[src/hdl/fsf_pkg.sv]
// package of constants and carriers for the flash status poll controller
//Contract
//- host ends and restarts the read strobe for every toggle status sample.
//- extra 30H block erase accepted in window; host may check flag after each.
//- ready/busy is open drain, wire-ORed, pull-up on the board.
//- host must poll at an address inside the bank running the routine.
`default_nettype none
package fsf_pkg;
   // ----------------------------------------
   // timing
   // ----------------------------------------
   localparam int CLK_MHZ = 20;
   localparam int T_RD_NS = 100;
   localparam int RD_CYC = (T_RD_NS * CLK_MHZ + 999) / 1000;
   localparam int T_GAP_NS = 50;
   localparam int GAP_CYC = (T_GAP_NS * CLK_MHZ + 999) / 1000;
   localparam int T_ERWIN_US = 50;
   localparam int ERWIN_CYC = T_ERWIN_US * CLK_MHZ;
   // ----------------------------------------
   // flag bit positions on the data bus
   // ----------------------------------------
   localparam int B_POLL = 7;
   localparam int B_TOG1 = 6;
   localparam int B_TMO = 5;
   localparam int B_ERWIN = 3;
   localparam int B_TOG2 = 2;
   // ----------------------------------------
   // software port offsets
   // ----------------------------------------
   localparam logic [3:0] A_CTRL = 4'h0;
   localparam logic [3:0] A_ADDR = 4'h1;
   localparam logic [3:0] A_EXP = 4'h2;
   localparam logic [3:0] A_STAT = 4'h3;
   localparam logic [3:0] A_DATA = 4'h4;
   localparam logic [15:0] DQ_RST = 16'h0000;
   typedef enum logic [1:0] {FSF_POLL_DATA, FSF_POLL_TOGGLE} fsf_mode_e;
   // result of one poll cycle
   typedef struct packed {
      logic done;
      logic fail;
      logic erwin_closed;
      logic ready;
   } fsf_res_s;
   typedef enum {ST_IDLE, ST_RD, ST_GAP, ST_EVAL} fsf_st_e;
endpackage
`default_nettype wire

[src/hdl/fsf_sync.sv]
// two flop synchroniser for flash pins
`default_nettype none
module fsf_sync #(parameter int W = 1) (
   input wire logic i_core_clk,
   input wire logic i_nrst,
   input wire logic [W-1:0] i_d,
   output logic [W-1:0] o_q
);
   logic [W-1:0] meta;
   // ----------------------------------------
   // double flop, first stage read by second only
   // ----------------------------------------
   always_ff @(posedge i_core_clk) begin
      if (!i_nrst) begin
         meta <= '0;
         o_q <= '0;
      end else begin
         meta <= i_d;
         o_q <= meta;
      end
   end
endmodule
`default_nettype wire

[src/hdl/fsf_poll_ctrl.sv]
// host controller polling the flash status flags
`default_nettype none
module fsf_poll_ctrl #(
   parameter int AW = 21,
   parameter int MAXPOLL = 65535
) (
   input wire logic i_core_clk,
   input wire logic i_nrst,
   input wire logic [3:0] i_reg_addr,
   input wire logic [31:0] i_reg_wdata,
   input wire logic i_reg_wr,
   input wire logic i_reg_rd,
   output logic [31:0] o_reg_rdata,
   output logic [AW-1:0] o_flash_addr,
   output logic o_flash_ce_n,
   output logic o_flash_oe_n,
   input wire logic [15:0] i_flash_dq,
   input wire logic i_ready_busy_out,
   output logic o_ready_busy_out_oe
);
   // ----------------------------------------
   // state and registers
   // ----------------------------------------
   fsf_pkg::fsf_st_e st;
   logic [AW-1:0] poll_addr;
   logic [7:0] exp_byte;
   logic mode_toggle;
   logic [7:0] cnt;
   logic [15:0] polls;
   logic [15:0] last_dq;
   logic have_last;
   logic busy;
   fsf_pkg::fsf_res_s res;
   logic timed_out;
   logic [15:0] dq_s;
   logic rb_s;
   logic [15:0] sample;
   fsf_sync #(.W(16)) u_sync_dq (.i_core_clk(i_core_clk), .i_nrst(i_nrst), .i_d(i_flash_dq), .o_q(dq_s));
   fsf_sync #(.W(1)) u_sync_rb (.i_core_clk(i_core_clk), .i_nrst(i_nrst), .i_d(i_ready_busy_out), .o_q(rb_s));
   // ----------------------------------------
   // decode of status sample
   // ----------------------------------------
   wire start = i_reg_wr && (i_reg_addr == fsf_pkg::A_CTRL) && i_reg_wdata[0] && !busy;
   wire tog1_same = sample[fsf_pkg::B_TOG1] == last_dq[fsf_pkg::B_TOG1];
   wire tog2_diff = sample[fsf_pkg::B_TOG2] != last_dq[fsf_pkg::B_TOG2];
   wire poll_match = sample[fsf_pkg::B_POLL] == exp_byte[fsf_pkg::B_POLL];
   wire tmo_seen = sample[fsf_pkg::B_TMO];
   wire data_done = poll_match;
   wire tog_done = have_last && tog1_same;
   wire step_done = mode_toggle ? tog_done : data_done;
   wire cnt_end = cnt == 8'h00;
   wire poll_limit = polls == MAXPOLL[15:0];
   // ----------------------------------------
   // poll sequencer: one distinct read per sample
   // ----------------------------------------
   always_ff @(posedge i_core_clk) begin
      if (!i_nrst) begin
         st <= fsf_pkg::ST_IDLE;
         busy <= 1'b0;
         cnt <= 8'h00;
         polls <= 16'h0000;
         have_last <= 1'b0;
         last_dq <= fsf_pkg::DQ_RST;
         sample <= fsf_pkg::DQ_RST;
         res <= '0;
         timed_out <= 1'b0;
         o_flash_ce_n <= 1'b1;
         o_flash_oe_n <= 1'b1;
      end else begin
         case (st)
            fsf_pkg::ST_IDLE: begin
               if (start) begin
                  busy <= 1'b1;
                  polls <= 16'h0000;
                  have_last <= 1'b0;
                  res <= '0;
                  timed_out <= 1'b0;
                  st <= fsf_pkg::ST_RD;
                  cnt <= 8'(fsf_pkg::RD_CYC + 2);
                  o_flash_ce_n <= 1'b0;
                  o_flash_oe_n <= 1'b0;
               end
            end
            fsf_pkg::ST_RD: begin
               if (cnt_end) begin
                  sample <= dq_s;
                  o_flash_ce_n <= 1'b1;
                  o_flash_oe_n <= 1'b1;
                  st <= fsf_pkg::ST_EVAL;
               end else begin
                  cnt <= cnt - 8'h01;
               end
            end
            fsf_pkg::ST_EVAL: begin
               polls <= polls + 16'h0001;
               last_dq <= sample;
               have_last <= 1'b1;
               res.erwin_closed <= sample[fsf_pkg::B_ERWIN];
               res.ready <= rb_s;
               if (step_done) begin
                  res.done <= 1'b1;
                  busy <= 1'b0;
                  st <= fsf_pkg::ST_IDLE;
               end else if (tmo_seen && (!mode_toggle || (have_last && tog2_diff))) begin
                  res.fail <= 1'b1;
                  res.done <= 1'b1;
                  busy <= 1'b0;
                  st <= fsf_pkg::ST_IDLE;
               end else if (poll_limit) begin
                  timed_out <= 1'b1;
                  busy <= 1'b0;
                  st <= fsf_pkg::ST_IDLE;
               end else begin
                  cnt <= 8'(fsf_pkg::GAP_CYC);
                  st <= fsf_pkg::ST_GAP;
               end
            end
            fsf_pkg::ST_GAP: begin
               if (cnt_end) begin
                  cnt <= 8'(fsf_pkg::RD_CYC + 2);
                  o_flash_ce_n <= 1'b0;
                  o_flash_oe_n <= 1'b0;
                  st <= fsf_pkg::ST_RD;
               end else begin
                  cnt <= cnt - 8'h01;
               end
            end
            default: st <= fsf_pkg::ST_IDLE;
         endcase
      end
   end
   // ----------------------------------------
   // software registers; reads answer one cycle later
   // ----------------------------------------
   wire [31:0] stat_word = {24'h0, rb_s, timed_out, 1'b0, busy, res.erwin_closed, res.ready, res.fail, res.done};
   wire [31:0] rd_mux = (i_reg_addr == fsf_pkg::A_CTRL) ? {31'h0, mode_toggle} :
                        (i_reg_addr == fsf_pkg::A_ADDR) ? 32'(poll_addr) :
                        (i_reg_addr == fsf_pkg::A_EXP) ? {24'h0, exp_byte} :
                        (i_reg_addr == fsf_pkg::A_STAT) ? stat_word :
                        (i_reg_addr == fsf_pkg::A_DATA) ? {16'h0, last_dq} : 32'h0;
   always_ff @(posedge i_core_clk) begin
      if (!i_nrst) begin
         o_reg_rdata <= 32'h0;
         poll_addr <= '0;
         exp_byte <= 8'h00;
         mode_toggle <= 1'b0;
         o_flash_addr <= '0;
         o_ready_busy_out_oe <= 1'b0;
      end else begin
         o_reg_rdata <= i_reg_rd ? rd_mux : 32'h0;
         o_ready_busy_out_oe <= 1'b0;
         o_flash_addr <= poll_addr;
         if (i_reg_wr && !busy) begin
            if (i_reg_addr == fsf_pkg::A_CTRL) mode_toggle <= i_reg_wdata[1];
            if (i_reg_addr == fsf_pkg::A_ADDR) poll_addr <= i_reg_wdata[AW-1:0];
            if (i_reg_addr == fsf_pkg::A_EXP) exp_byte <= i_reg_wdata[7:0];
         end
      end
   end
   // ----------------------------------------
   // checks
   // ----------------------------------------
   a_read_strobe_gap: assert property (@(posedge i_core_clk) disable iff (!i_nrst)
      $rose(o_flash_oe_n) |=> o_flash_oe_n) else $error("oe not released between reads");
   a_poll_match_done: assert property (@(posedge i_core_clk) disable iff (!i_nrst)
      (st == fsf_pkg::ST_EVAL && !mode_toggle && poll_match) |=> (res.done && !busy))
      else $error("data poll match not finished");
   a_toggle_stop_done: assert property (@(posedge i_core_clk) disable iff (!i_nrst)
      (st == fsf_pkg::ST_EVAL && mode_toggle && have_last && tog1_same) |=> res.done)
      else $error("toggle stop not finished");
   a_timeout_fail: assert property (@(posedge i_core_clk) disable iff (!i_nrst)
      (st == fsf_pkg::ST_EVAL && !mode_toggle && !poll_match && tmo_seen) |=> res.fail)
      else $error("timeout flag not reported");
   a_addr_in_bank: assert property (@(posedge i_core_clk) disable iff (!i_nrst)
      (!o_flash_oe_n) |-> (o_flash_addr == poll_addr)) else $error("poll address drifted");
   // ----------------------------------------
   // helper: length of the current read strobe
   // ----------------------------------------
   // counting here keeps the checks free of long repetitions
   logic [7:0] oe_low_cnt;
   always_ff @(posedge i_core_clk) begin
      if (!i_nrst) begin
         oe_low_cnt <= 8'h00;
      end else if (!o_flash_oe_n) begin
         oe_low_cnt <= oe_low_cnt + 8'h01;
      end else begin
         oe_low_cnt <= 8'h00;
      end
   end
   // ----------------------------------------
   // checks on strobes, limits and reported flags
   // ----------------------------------------
   a_strobe_pair: assert property (@(posedge i_core_clk) disable iff (!i_nrst)
      o_flash_ce_n == o_flash_oe_n)
      else $error("chip and output strobes split");
   a_read_length: assert property (@(posedge i_core_clk) disable iff (!i_nrst)
      $rose(o_flash_oe_n) |-> (oe_low_cnt == 8'(fsf_pkg::RD_CYC + 3)))
      else $error("read strobe length wrong");
   a_oe_only_busy: assert property (@(posedge i_core_clk) disable iff (!i_nrst)
      !o_flash_oe_n |-> busy)
      else $error("flash read outside a poll");
   a_rb_never_driven: assert property (@(posedge i_core_clk) disable iff (!i_nrst)
      !o_ready_busy_out_oe)
      else $error("ready line driven by host");
   a_limit_stops: assert property (@(posedge i_core_clk) disable iff (!i_nrst)
      (st == fsf_pkg::ST_EVAL && poll_limit && !step_done && !tmo_seen) |=> (timed_out && !busy))
      else $error("poll limit not honoured");
   a_toggle_fail: assert property (@(posedge i_core_clk) disable iff (!i_nrst)
      (st == fsf_pkg::ST_EVAL && mode_toggle && !tog_done && tmo_seen && have_last && tog2_diff) |=> res.fail)
      else $error("failing block not reported");
   a_ready_copy: assert property (@(posedge i_core_clk) disable iff (!i_nrst)
      (st == fsf_pkg::ST_EVAL) |=> (res.ready == $past(rb_s)))
      else $error("ready flag not captured");
   a_erwin_copy: assert property (@(posedge i_core_clk) disable iff (!i_nrst)
      (st == fsf_pkg::ST_EVAL) |=> (res.erwin_closed == $past(sample[fsf_pkg::B_ERWIN])))
      else $error("erase window flag not captured");
   a_rdata_idle: assert property (@(posedge i_core_clk) disable iff (!i_nrst)
      !$past(i_reg_rd) |-> (o_reg_rdata == 32'h0))
      else $error("read data outside its cycle");
   a_start_busy: assert property (@(posedge i_core_clk) disable iff (!i_nrst)
      start |=> busy)
      else $error("start did not begin a poll");
endmodule
`default_nettype wire

[config.mk]
export PLATFORM = sky130hd
export DESIGN_NAME = fsf_poll_ctrl
export DESIGN_NICKNAME = d
export VERILOG_FILES = /design/src/hdl/fsf_pkg.sv /design/src/hdl/fsf_sync.sv /design/src/hdl/fsf_poll_ctrl.sv
export SDC_FILE = /design/constraint.sdc
export NUM_CORES = 1
export LEC_CHECK = 0
export BUFFER_PORTS_ARGS = -buffer_cell sky130_fd_sc_hd__buf_2
export CAP_MARGIN = 25
export CORE_ASPECT_RATIO = 0.9
export CORE_MARGIN = 2
export CORE_UTILIZATION = 50
export CTS_CLUSTER_SIZE = 12
export DETAILED_ROUTE_END_ITERATION = 8
export GPL_TIMING_DRIVEN = 1
export PLACE_DENSITY_LB_ADDON = 0.15
export SETUP_SLACK_MARGIN = 0.2
export SLEW_MARGIN = 25
export SYNTH_ARGS = -nofsm -noshare
export SYNTH_HDL_FRONTEND = slang
export SYNTH_SLANG_ARGS = --single-unit
[constraint.sdc]
create_clock -name i_core_clk -period 2 [get_ports i_core_clk]
set_input_delay 0.2 -clock i_core_clk [delete_from_list [all_inputs] [get_ports i_core_clk]]
set_output_delay 0.2 -clock i_core_clk [all_outputs]
set_load 0.03 [all_outputs]
After elaboration in Yosys (flattened, before gate mapping):

Cells that the tools add are included.

* input port bits: 57
* register bits after elaboration: 213
* output and inout bits: 56
* word-level logic and storage cells: 122

* $add $sub $neg: 2
* eq/ne operators: 22
* reduce and logical (&&, ||, !) cells: 31
* mux-type cells: 41
* bitwise logic cells: 2

Operators with widths (number)
* 32-bit two-way mux: 5
* 32-bit case mux with 4 select lines: 1
* 32-bit by 2-bit == test with 1-bit output, second input constant: 2
* 16-bit two-way mux: 4
* 8-bit two-way mux: 6
* 32-bit by 1-bit == test with 1-bit output, second input constant: 1
* 32-bit zero test: 1
* 16-bit case mux with 2 select lines: 1
* 8-bit case mux with 4 select lines: 1
* 21-bit two-way mux: 1
* 2-bit != test, second input constant: 9
* 16-bit by 1-bit adder with 16-bit output, second input constant: 1
* 16-bit == test, second input constant: 1
* 1-bit two-way mux: 14
* 2-bit AND reduction: 6
* 3-bit AND reduction: 3
* 4-bit by 2-bit == test with 1-bit output, second input constant: 2
* 8-bit zero test: 1
* 4-bit case mux with 2 select lines: 1
* 4-bit AND reduction: 2
* 8-bit by 1-bit subtractor with 8-bit output, second input constant: 1
* 1-bit logical AND: 7
* 1-bit case mux with 2 select lines: 3
* 6-bit AND reduction: 1
* other kinds (19): 23

Longest topological paths before layout:

Gate-level depths: netlist of run 1.

* depth after elaboration: 7
* depth in mapped cells: 8
* gate-level depth less buffers: 7

By module:

From an unflattened synthesis of run 1, not the netlist that was laid out.

* cell total of the unflattened synthesis: 696
* area total of the unflattened synthesis: 6648.9 um^2

By module, submodules not included
* fsf_poll_ctrl: cells each 625, area each 5700.5 um^2, times used 1, sequential area each 2762.6 um^2
* fsf_sync at u_sync_dq: cells each 67, area each 895.9 um^2, times used 1, sequential area each 640.6 um^2
* fsf_sync at u_sync_rb: cells each 4, area each 52.6 um^2, times used 1, sequential area each 40.0 um^2

Least setup slack after synthesis of run 1:

No wires, ideal clock.

* kind: register to register
* from: register cnt[0]
* to: register cnt[4]
* required time: 1868 ps
* slack: -15 ps
* clock period less this slack: 2015 ps
* path buffers: 0
* stages on the path, launching flop included: 8
* library setup time: 132 ps
* data arrival time: 1883 ps
* cells stage by stage: dfxtp_1 -> inv_1 -> ha_1 -> or4b_4 -> o41ai_1 -> a21oi_1 -> a211oi_1 -> o32ai_1

* word-level cells in the longest chain between the ends: 3
* elaborated cells between the ends (all ways): 7
* those cells by class: add/sub (1); eq/ne (1); mux (3); reduce/logical (2)

RTL lines
* start, declared: RTL line fsf_poll_ctrl.sv:28 `logic [7:0] cnt;`
* start signal, assigned: RTL line fsf_poll_ctrl.sv:79 `cnt <= 8'(fsf_pkg::RD_CYC + 2);`
* start signal, assigned: RTL line fsf_poll_ctrl.sv:91 `cnt <= cnt - 8'h01;`
* start signal, assigned: RTL line fsf_poll_ctrl.sv:114 `cnt <= 8'(fsf_pkg::GAP_CYC);`
* 8-bit by 1-bit subtractor with 8-bit output or 8-bit zero test (tied branches): RTL line fsf_poll_ctrl.sv:91, fsf_poll_ctrl.sv:125, fsf_poll_ctrl.sv:51
* 8-bit two-way mux, or another cell as far along: RTL line fsf_poll_ctrl.sv:119 `if (cnt_end) begin`
* 8-bit case mux with 4 select lines or 6-bit AND reduction (tied branches)

Parallel ways exist; a longest one is shown, timed or not. The select of a mux whose other input is x is not followed.
A chain may end at the register's enable or synchronous reset.

Worst setup path in the final report of run 1:

* from: register cnt[0]
* to: register cnt[7]

The elaborated chain is that of the path after synthesis.

==> summary.txt, run 1 <==
Setup path
  • Crit path launch type: flop
  • Kind of critical path: reg -> reg
  • Reg-to-reg slack, setup: between 6 and 7 ps
  • CP startpoint: cnt[0]
  • Critical Path AT: 2350 ps
  • R2r startpoint: cnt[0]
  • Critical path capture point type: flop
  • Critical path fanouts, max: 3
  • Crit path required time: between 2000 and 2500 ps

Floorplan
  • CORE AREA: around 13,000 um2
  • Row count: 39
  • Die H: 112 um
  • Ports: roughly 110
  • DIE WIDTH: between 100 and 150 um
  • Die area: between 10,000 and 15,000 um2
  • Initial Util: 0.512

Finish
  • Design area: around 8600 um2
  • Final #Nets: 915
  • Layout area overhead: 32.8%
  • ANT cells: 0
  • Share of cells above drive strength 1: 0.307

Min path
  • Worst Hold Launch: i_reg_wdata[16]
  • Hold WC Path Type: in -> reg

Synthesis
  • Post-synth EDFFs: 0
  • Proportion of synthesized area in mux cells: 0.0339
  • Synth Instances: just over 700
  • Post-Syn Area: about 6500 um2
  • Synth Area in Compound Gates: 0.140
  • Asr flop ratio synth: 0
  • Share of the synthesized area in the top cell type: 0.530
  • Avg Cell Area, Syn: a little over 9 um2
  • Yosys cell types: 59
  • Synth Register Bits: 172
  • Synth Area in Simple Gates: 0.230
  • Yosys synthesis warning count: 0
  • Synth area leaders: dfxtp_1 53%, nand2_1 6.6%, and2_1 6.0%
  • Ys flop type: dfxtp_1
  • Register area share after synthesis: 0.530
  • Area leader, netlist: dfxtp_1
  • Most frequent cell after synthesis: dfxtp_1
  • Synth Area in Adders: 0.0173
  • Post-synthesis xor/xnor area fraction: 0.00405
  • Synth cell count leaders: 172 x dfxtp_1, 115 x nand2_1, 70 x a21oi_1
  • Largest family of logic cells by synthesized area: simple AND/OR/NAND/NOR gates

Routing
  • DR iter-0 viols: approximately 440
  • Via/cell ratio: roughly 5.3
  • Drt wl/cell: 15.4 um
  • DR vias: about 5,500
  • Antenna-violating nets left: 0
  • Pre-antenna DRT Iters: 5
  • Final wirelength: 15,800 um
  • # DRC: 0

STA
  • Relative slew slack: 0.657
  • Worst slew pin tran: around 500 ps
  • Min cycle time layout: around 2000 ps
  • RSZ-0062 raised after global routing: true
  • Final setup vio count: 0
  • Fin. max-slew vios: 0
  • Min Hold Slack: approximately 14 ps
  • Max Clk Rate: between 500 and 600 MHz
  • Period utilization: 0.997
  • Final Skew: about 6.5 ps
  • Hold Fails Final Rpt: 0
  • Setup ws final: 6.53 ps

Power and ir drop
  • Static leakage: about 3.3 nW
  • Peak supply drop: about 690 uV
  • P per Cell Area: between 900 and 1000 nW/um2

CTS
  • CTS buffer count: 17
  • H-tree levels: 4
  • CTS Root Cell: clkbuf_16
  • CTS tree: done
  • CTS clk-pin slew, worst paths: 60 ps
  • Clock tree sinks: 172
  • Max Buffers Root-to-Sink: 2
  • Worst-Skew Late Latency: between 400 and 500 ps

Placed design
  • Area post-placement: approximately 7300 um2
  • DP Worst Slack: -95.1 ps
  • Routability cong.: approximately 0.85
  • PortBufs: between 80 and 90
  • Dpl hpwl: ~10,000 um

Global routing
  • GRT Total Usage: 0.224
  • Initial antenna violation count: 0
  • Vias in the first global route: 5,091
  • GRT overflow: 0
  • Largest net degree at the start of global routing: 60
  • First-pass GRT wire length: 24,400 um

Status
  • Status: finished, final reports clean

Flow run
  • MaxCap Viol Count: 0
[where the power goes]
part / internal (mW) / switching (mW) / leakage (nW)
Clock: 1.95 / 1.25 / 0.285
Sequential: 3.54 / 0.102 / 1.40
Combinational: 0.757 / 0.982 / 1.65
Total: 6.24 / 2.34 / 3.33
[cells in the final DEF (no fill, tap or decap), types with 5 or more instances in the layout]
cell / count
a211oi_2: 6
a21oi_1: 54
a21oi_2: 15
a22oi_1: 10
and2_1: 62
buf_2: 89
buf_4: 38
buf_6: 7
clkbuf_16: 18
conb_1: 12
dfxtp_1: 162
dfxtp_2: 10
dlygate4sd3_1: 18
inv_1: 5
inv_2: 5
mux2i_1: 22
nand2_1: 97
nand2_2: 5
nand2_4: 13
nand3_1: 16
nand3b_1: 5
nor2_1: 48
nor3_1: 8
o21ai_0: 12
o21ai_1: 5
o22ai_1: 6
or3_1: 6
[repair_timing]
action                                 CTS  global route
hold buffers                            18             0
setup endpoints to repair               49            48
setup buffers                            7             2
gates cloned                             1             2
endpoints found under the hold margin   18             0
gates resized for setup                 30            89
pin swaps                               15            48
[worst max-delay path, stage by stage, from the launching register on]
cell and delay, ps:
dfxtp_2 330, or3_1 420, or3_4 360, or3_1 350, or3_1 320, o22ai_1 120
[path summary, 6_finish.rpt]
kind                                    endpoint  depth (start not counted)
worst min register to register  u_sync_dq.o_q[8]                          1
worst min-delay path               poll_addr[16]                          3
worst max register to register            cnt[7]                          5
worst max-delay path                      cnt[7]                          5
[layer usage]
metal,GRT usage,wire length (um),vias up
met2,0.348,7470,172
met3,0.0478,864,27
met5,0,0,-
met4,0.110,327,0
li1,-,-,2701
met1,0.295,7090,2563
[cell type report]
cell class | count | area (um2)
Tap cell | 164 | 205
Multi-Input combinational cell | 488 | 3230
Clock buffer | 23 | 488
Inverter | 12 | 51.3
Sequential cell | 172 | 3460
Fill cell | 993 | 4060
Clock inverter | 6 | 87.6
Timing Repair Buffer | 158 | 1100
[stage by stage]
stage	total power, mW	instances	utilization	setup TNS [ps]
2_1_floorplan	4.50	721	-	0
3_3_place_gp	4.80	964	0.575	0
3_5_place_dp	4.85	964	0.575	-135
5_1_grt	8.88	1023	0.680	-230
4_1_cts	8.20	1019	0.650	0
6_report	8.58	1023	0.680	0
[cells by family after synthesis]
family / Yosys count
other: 1
XOR/XNOR: 3
AND/OR/NAND/NOR: 298
multiplexers: 22
buffers and inverters: 61
adder cells (fa/ha/maj): 9
AO/OA/AOI/OAI: 144
flip-flops: 172
[flip-flops by register name, summed over array words and instances (netlist names), 2 cells and up]
| signal | flops |
|---|---|
| o_flash_addr | 21 |
| o_reg_rdata | 21 |
| poll_addr | 21 |
| last_dq | 16 |
| polls | 16 |
| sample | 16 |
| u_sync_dq.meta | 16 |
| u_sync_dq.o_q | 16 |
| cnt | 8 |
| exp_byte | 8 |
| res | 4 |
| st | 2 |
Note: power is estimated with default switching activity, not from simulation.
==> inputs of run 2 (changes only) <==
--- a/config.mk
+++ b/config.mk
@@ -8,7 +8,6 @@
 export BUFFER_PORTS_ARGS = -buffer_cell sky130_fd_sc_hd__buf_2
 export CAP_MARGIN = 25
 export CORE_ASPECT_RATIO = 0.9
-export CORE_MARGIN = 2
 export CORE_UTILIZATION = 50
 export CTS_CLUSTER_SIZE = 12
 export DETAILED_ROUTE_END_ITERATION = 8
==> run 2 against run 1 <==
Effect of this change:
- worst hold slack lost 8.7 ps
- register-to-register slack is essentially flat
- via count shrank 1.6%
- sequential cell count is the same
- critical path depth grew 3
- sequential share of layout area grew 1.3 points
- sequential power is essentially flat
- fmax grew 0.40%
- non-clock buffer count shrank 2
- global-route usage grew 0.37 points
==> summary.txt, run 2 (synthesis results as in run 1) <==
Status
  • Status: finished, final reports clean

Routing
  • Final wirelength: 15,000 um (-5.0%)
  • Pre-antenna DRT Iters: 5 (unchanged)
  • Drt wl/cell: 14.7 um (-4.8%)
  • Antenna-violating nets left: 0 (unchanged)
  • DR iter-0 viols: 381 (-13%)
  • Via/cell ratio: 5.27 (-1.3%)
  • DR vias: 5,374 (-1.6%)
  • # DRC: 0 (unchanged)

Setup path
  • R2r startpoint: cnt[0]
  • Crit path launch type: flop
  • Reg-to-reg slack, setup: 10 ps (about the same)
  • Crit path largest cell delay: 510 ps (+90 ps)
  • Crit path required time: 2310 ps (-40 ps)
  • CP bufs+invs: 2 (+2)
  • Kind of critical path: reg -> reg
  • End of the worst register-to-register path: cnt[2]
  • R2R depth: 8 (+3)
  • CP max-delay cell: a2111o_4
  • CP cell instances: inv_2 > ha_4 > or4b_4 > nor4b_4 > buf_4 > a2111o_4 > o311ai_2 > o21ai_1
  • Critical Path AT: 2290 ps (-60 ps)
  • Critical path capture point type: flop
  • Critical path fanouts, max: 8 (+5)
  • Crit-path leading delay family: compound AO/OA/AOI/OAI gates

Global routing
  • GRT Total Usage: 0.228 (+0.00375)
  • Vias in the first global route: 4,864 (-4.5%)
  • GRT overflow: 0 (unchanged)
  • Initial antenna violation count: 0 (unchanged)
  • First-pass GRT wire length: 23,700 um (-3.1%)
  • Largest net degree at the start of global routing: 70 (+17%)

STA
  • Fin. max-slew vios: 0 (unchanged)
  • Relative slew slack: 0.556 (-0.100)
  • Final Skew: 15.7 ps (+9.22 ps)
  • Worst slew pin tran: 660 ps (+146 ps)
  • Min cycle time layout: 1990 ps (-7.95 ps)
  • RSZ-0062 raised after global routing: true
  • Final setup vio count: 0 (unchanged)
  • Setup TNS: 0 ps (unchanged)
  • Hold Fails Final Rpt: 0 (unchanged)
  • Max Clk Rate: 504 MHz (+0.40%)
  • Period utilization: 0.993 (-0.00398)

Placed design
  • PortBufs: 89 (unchanged)
  • Routability cong.: 0.832 (-1.7%)
  • Dpl hpwl: 9880 um (-4.3%)
  • Area post-placement: 7270 um2 (-0.34%)

Min path
  • Hold WC Path Type: in -> reg
  • Hold path depth: 3 (unchanged)
  • Worst Hold Launch: i_reg_wdata[11]
  • Hold EP: poll_addr[11]

Power and ir drop
  • P per Cell Area: 980 nW/um2 (-1.5%)
  • Peak supply drop: 723 uV (+5.5%)
  • Static leakage: 3.26 nW (-2.3%)
  • Design Power: 8.23 mW (-4.1%)

Finish
  • Final #Nets: 913 (-0.22%)
  • Largest registers: o_flash_addr x21, o_reg_rdata x21, poll_addr x21
  • Layout area overhead: 29.3%
  • Most frequent cells in the layout: 159 x dfxtp_1, 115 x nand2_1, 90 x buf_2
  • Number of fill cells: 1,044 (+5.1%)
  • Leading cell type in the layout, fill and taps excluded: dfxtp_1
  • Total area of sequential cells: 3470 um2 (+0.47%)
  • ANT cells: 0 (unchanged)
  • Design area: 8400 um2 (-2.7%)
  • Multi-input logic area: 3080 um2 (-4.6%)
  • Final Util: 0.662 (-0.0180)
  • Share of cells above drive strength 1: 0.271 (-0.0363)

Floorplan
  • Ports: 113 (unchanged)
  • Row count: 39 (unchanged)
  • DIE WIDTH: 122 um (-1.6%)
  • Die H: 110 um (-1.8%)
  • Die area: 13,500 um2 (-3.4%)
  • Initial Util: 0.512 (unchanged)
  • CORE AREA: 12,700 um2 (unchanged)

CTS
  • H-tree levels: 4 (unchanged)
  • CTS tree: done
  • Max Buffers Root-to-Sink: 2 (unchanged)
  • CTS clk-pin slew, worst paths: 60 ps (about the same)
  • Worst-Skew Late Latency: 430 ps (about the same)
  • CTS Root Cell: clkbuf_16
  • CTS buffer count: 17 (unchanged)
  • Clock tree sinks: 172 (unchanged)

Flow run
  • MaxCap Viol Count: 0 (unchanged)
[run 2: cell count changes in the layout (fill, tap and decap cells not counted), moves of 3 or more]
cell	previous run	this run
nand2_1	97	115
a21oi_1	54	68
a21oi_2	15	1
nand2_4	13	0
dfxtp_4	0	5
nand2_2	5	0
dfxtp_1	162	159
[run 2: report_power, final]
part	internal (mW)	switching (mW)	total (mW)	leakage [nW]
logic	0.635	0.859	1.49	1.59
registers	3.53	0.0851	3.62	1.40
clock network	1.87	1.24	3.11	0.267
[run 2: worst max-delay path by stage]
stage / depth (start not counted) / slack, ps / start / endpoint
floorplan: 7 / 50 / cnt[0] / cnt[3]
global placement: 7 / 40 / cnt[0] / cnt[4]
detailed placement: 6 / -20 / st[1] / cnt[4]
CTS: 7 / 40 / cnt[0] / cnt[7]
global route: 8 / -40 / cnt[1] / cnt[5]
finish: 8 / 10 / cnt[0] / cnt[2]
[run 2: metrics by stage]
step / setup WS, ps / std cells / hold WS, ps
CTS: 41.0 / 1013 / 0.0722
floorplan: 54.6 / 721 / 327
global route: -39.9 / 1020 / 6.30
global placement: 40.7 / 959 / 407
detailed placement: -15.0 / 959 / 408
finish: 14.5 / 1020 / 4.87
[run 2: cell type report]
type	instances	share of cell area
clock inverter	7	0.0112
tap	164	0.0244
sequential	172	0.414
inverter	12	0.00537
clock buffer	21	0.0548
multi-input combinational	488	0.367
timing repair buffer	156	0.123
[run 2: metal layers]
layer	vias to the layer above	wire [um]	share of wire	global-route usage
li1	2692	-	-	-
met3	21	887	0.059	0.0581
met4	0	184	0.012	0.0793
met1	2484	7110	0.48	0.305
met2	177	6780	0.45	0.357
met5	-	0	0	0
[run 2: repair_timing]
action,CTS,global route
cloned,2,0
pin swaps,17,16
endpoints found under the hold margin,17,0
setup buffers,7,7
hold buffers,17,0
setup endpoints to repair,42,50
resized for setup,34,43
[run 2: worst reg2reg max path: stages (launching register included)]
cell      delay (ps)
dfxtp_2          350
inv_2             50
ha_4             140
or4b_4           250
nor4b_4           50
buf_4            180
a2111o_4         510
o311ai_2         230
o21ai_1          100
==> inputs of run 3 (changes only) <==
--- a/config.mk
+++ b/config.mk
@@ -5,16 +5,16 @@
 export SDC_FILE = /design/constraint.sdc
 export NUM_CORES = 1
 export LEC_CHECK = 0
+export ABC_AREA = 1
 export BUFFER_PORTS_ARGS = -buffer_cell sky130_fd_sc_hd__buf_2
 export CAP_MARGIN = 25
 export CORE_ASPECT_RATIO = 0.9
 export CORE_UTILIZATION = 50
-export CTS_CLUSTER_SIZE = 12
 export DETAILED_ROUTE_END_ITERATION = 8
 export GPL_TIMING_DRIVEN = 1
 export PLACE_DENSITY_LB_ADDON = 0.15
 export SETUP_SLACK_MARGIN = 0.2
-export SLEW_MARGIN = 25
+export SLEW_MARGIN = 10
 export SYNTH_ARGS = -nofsm -noshare
 export SYNTH_HDL_FRONTEND = slang
 export SYNTH_SLANG_ARGS = --single-unit
==> run 3 against run 2 <==
Effect of this change:
- critical path depth grew 5
- first-iteration DRC count grew 22%
- the flow now finishes with violations (design-rule violations)
- critical endpoint is now cnt[3]
- largest power group unchanged
- highest routed layer unchanged
- sequential cell count unchanged
- count of clock-buffer cells in the layout is 2 lower
==> summary.txt, run 3 <==
Placed design
  • Post-placement cell count: 1,124 (+17%)
  • PortBufs: 89 (unchanged)
  • DP Worst Slack: 190 ps (+205 ps)
  • Area post-placement: 7350 um2 (+1.0%)
  • Routability cong.: 0.825 (-0.82%)
  • Dpl hpwl: 9550 um (-3.4%)

Setup path
  • R2r startpoint: cnt[0]
  • Crit path required time: 2320 ps (about the same)
  • Critical path fanouts, max: 12 (+4)
  • Critical Path AT: 1970 ps (-320 ps)
  • R2R depth: 13 (+5)
  • Reg-to-reg slack, setup: 340 ps (+330 ps)
  • End of the worst register-to-register path: cnt[3]
  • Kind of critical path: reg -> reg
  • Crit path launch type: flop
  • Critical path capture point type: flop

Synthesis
  • Area leader, netlist: dfxtp_1
  • Yosys synthesis warning count: 0 (unchanged)
  • Most frequent cell after synthesis: nand2_1
  • Share of the synthesized area in the top cell type: 0.505 (-0.0253)
  • Synth Register Bits: 172 (unchanged)
  • Asr flop ratio synth: 0 (unchanged)
  • Post-Syn Area: 6820 um2 (+5.0%)
  • Avg Cell Area, Syn: 7.65 um2 (-16%)
  • Post-synth EDFFs: 0 (unchanged)
  • Synth Instances: 892 (+26%)
  • Register area share after synthesis: 0.505 (-0.0253)
  • Ys flop type: dfxtp_1
  • Synth area leaders: dfxtp_1 50%, nand2_1 12%, inv_1 5.7%
  • Synth cell count leaders: 218 x nand2_1, 172 x dfxtp_1, 104 x inv_1
  • Yosys cell types: 41 (-31%)

CTS
  • CTS Root Cell: clkbuf_16
  • Clock tree sinks: 172 (unchanged)
  • CTS clk-pin slew, worst paths: 60 ps (about the same)
  • Worst-Skew Late Latency: 420 ps (about the same)
  • Max Buffers Root-to-Sink: 2 (unchanged)
  • CTS buffer count: 17 (unchanged)
  • CTS tree: done
  • H-tree levels: 4 (unchanged)

Power and ir drop
  • Sw Share: 0.312 (+0.0465)
  • Sequential Power Share: 0.405 (-0.035)
  • P per Cell Area: 1190 nW/um2 (+22%)
  • Clock group share of total power: 0.353 (-0.026)
  • P_int: 6.76 mW (+12%)
  • Power share of the combinational group: 0.242 (+0.060)
  • Peak supply drop: 968 uV (+34%)
  • Net Sw Power: 3.07 mW (+40%)
  • Static leakage: 3.78 nW (+16%)

Routing
  • Metal1 wirelength: 7410 um (+4.3%)
  • Antenna-violating nets left: 0 (unchanged)
  • # DRC: 22 (+22)
  • Metal3 WL: 640 um (-28%)
  • Drt wl/cell: 12.2 um (-17%)
  • Final wirelength: 14,300 um (-4.2%)
  • Met2 WL: 6110 um (-9.8%)
  • Top Metal Used: met4
  • DR vias: 5,625 (+4.7%)
  • DR iter-0 viols: 463 (+22%)
  • Pre-antenna DRT Iters: 6 (+1)
  • Via/cell ratio: 4.78 (-9.2%)

STA
  • Setup ws final: 343 ps (+329 ps)
  • Setup TNS: 0 ps (unchanged)
  • Final Skew: 5.45 ps (-10.3 ps)
  • Min Hold Slack: 45.7 ps (+40.9 ps)
  • RSZ-0062 raised after global routing: false
  • Hold Fails Final Rpt: 0 (unchanged)
  • Final setup vio count: 0 (unchanged)
  • Worst slew pin tran: 535 ps (-125 ps)
  • Period utilization: 0.828 (-0.164)
  • Min cycle time layout: 1660 ps (-329 ps)
  • Max Clk Rate: 604 MHz (+20%)
  • Fin. max-slew vios: 0 (unchanged)
  • Relative slew slack: 0.642 (+0.0862)

Finish
  • Design area: 8240 um2 (-1.8%)
  • Most frequent cells in the layout: 217 x nand2_1, 168 x dfxtp_1, 101 x inv_1
  • Share of cells above drive strength 1: 0.182 (-0.0895)
  • Leading cell type in the layout, fill and taps excluded: nand2_1
  • Total area of sequential cells: 3450 um2 (-0.68%)
  • ANT cells: 0 (unchanged)
  • Layout area overhead: 20.8%
  • Largest registers: o_flash_addr x21, o_reg_rdata x21, poll_addr x21
  • Layout Cells excl Fill: 1,176 (+15%)
  • Final #Nets: 1,062 (+16%)
  • Multi-input logic area: 2760 um2 (-11%)
  • Number of fill cells: 1,164 (+11%)

Floorplan
  • CORE AREA: 13,300 um2 (+4.9%)
  • Die H: 113 um (+2.4%)
  • DIE WIDTH: 125 um (+2.4%)
  • Ports: 113 (unchanged)
  • Initial Util: 0.512 (about the same)
  • Row count: 40 (+2.6%)
  • Die area: 14,100 um2 (+4.9%)

Status
  • Failing checks: design-rule violations
  • Status: finished with violations

Flow run
  • MaxCap Viol Count: 0 (unchanged)

Min path
  • Hold path depth: 3 (unchanged)
  • Worst Hold Launch: i_reg_wdata[12]
  • Hold EP: poll_addr[12]
  • Hold WC Path Type: in -> reg

Global routing
  • Largest net degree at the start of global routing: 55 (-21%)
  • GRT overflow: 0 (unchanged)
  • Vias in the first global route: 4,999 (+2.8%)
  • First-pass GRT wire length: 24,000 um (+1.3%)
  • Initial antenna violation count: 0 (unchanged)
  • GRT Total Usage: 0.213 (-0.0151)
## run 3: metrics by stage
| step | power (mW) | utilization |
|---|---|---|
| after floorplan | 5.78 | - |
| after global placement | 6.15 | 0.552 |
| after detailed placement | 6.16 | 0.552 |
| after CTS | 9.75 | 0.614 |
| after global routing | 10.4 | 0.619 |
| final | 9.83 | 0.619 |
## run 3: critical path, cell delays in order (launching register included)
cell and delay, ps:
dfxtp_2 330, inv_2 50, ha_2 200, nand2_1 100, nor2_2 50, nand2_2 170, nand2_1 70, nand2_1 70
nand3_2 80, nor2_4 130, buf_12 130, nand2_1 50, nand2_1 50, nor2_1 50
## run 3: timing repair
item / 4_1_cts / 5_1_grt
hold endpoints to repair: 17 / 0
pin swaps: 2 / 2
hold buffers: 17 / 0
resized for setup: 0 / 17
endpoints found under the setup margin: 6 / 28
setup buffers: 3 / 1
## run 3: layout make-up
cell class	instances	share of cell area
clock inverters	12	0.0225
well taps	168	0.0255
flip-flops and latches	172	0.418
multi-input cells	570	0.334
repair buffers	125	0.0955
clock buffers	19	0.0537
inverters	110	0.0501
## run 3: layer usage
layer	vias to the layer above	GRT usage
li1	2989	-
met1	2482	0.300
met2	139	0.321
met3	15	0.0492
met4	0	0.0707
met5	-	0
## run 3: cell families after synthesis
| family | Yosys count | synth area share |
|---|---|---|
| AND/OR/NAND/NOR | 395 | 0.252 |
| flip-flops | 172 | 0.505 |
| buffers and inverters | 161 | 0.102 |
| AO/OA/AOI/OAI | 147 | 0.115 |
| adder cells (fa/ha/maj) | 9 | 0.0165 |
| XOR/XNOR | 7 | 0.00899 |
| other | 1 | 0.000550 |
## run 3: power groups by stage
stage,Sequential [mW],Clock (mW),Combinational (mW)
after CTS,3.97,3.52,2.26
after detailed placement,4.04,0,2.11
after global routing,4.02,3.68,2.70
after global placement,4.04,0,2.10
final,3.98,3.47,2.38
after floorplan,4.01,0,1.77
## run 3: worst max path at each step
stage,from,endpoint,cells past startpoint
finish,cnt[0],cnt[3],13
global route,polls[1],cnt[5],11
CTS,st[1],cnt[3],11
detailed placement,st[1],cnt[1],10
global placement,st[1],cnt[1],10
floorplan,st[0],cnt[3],11
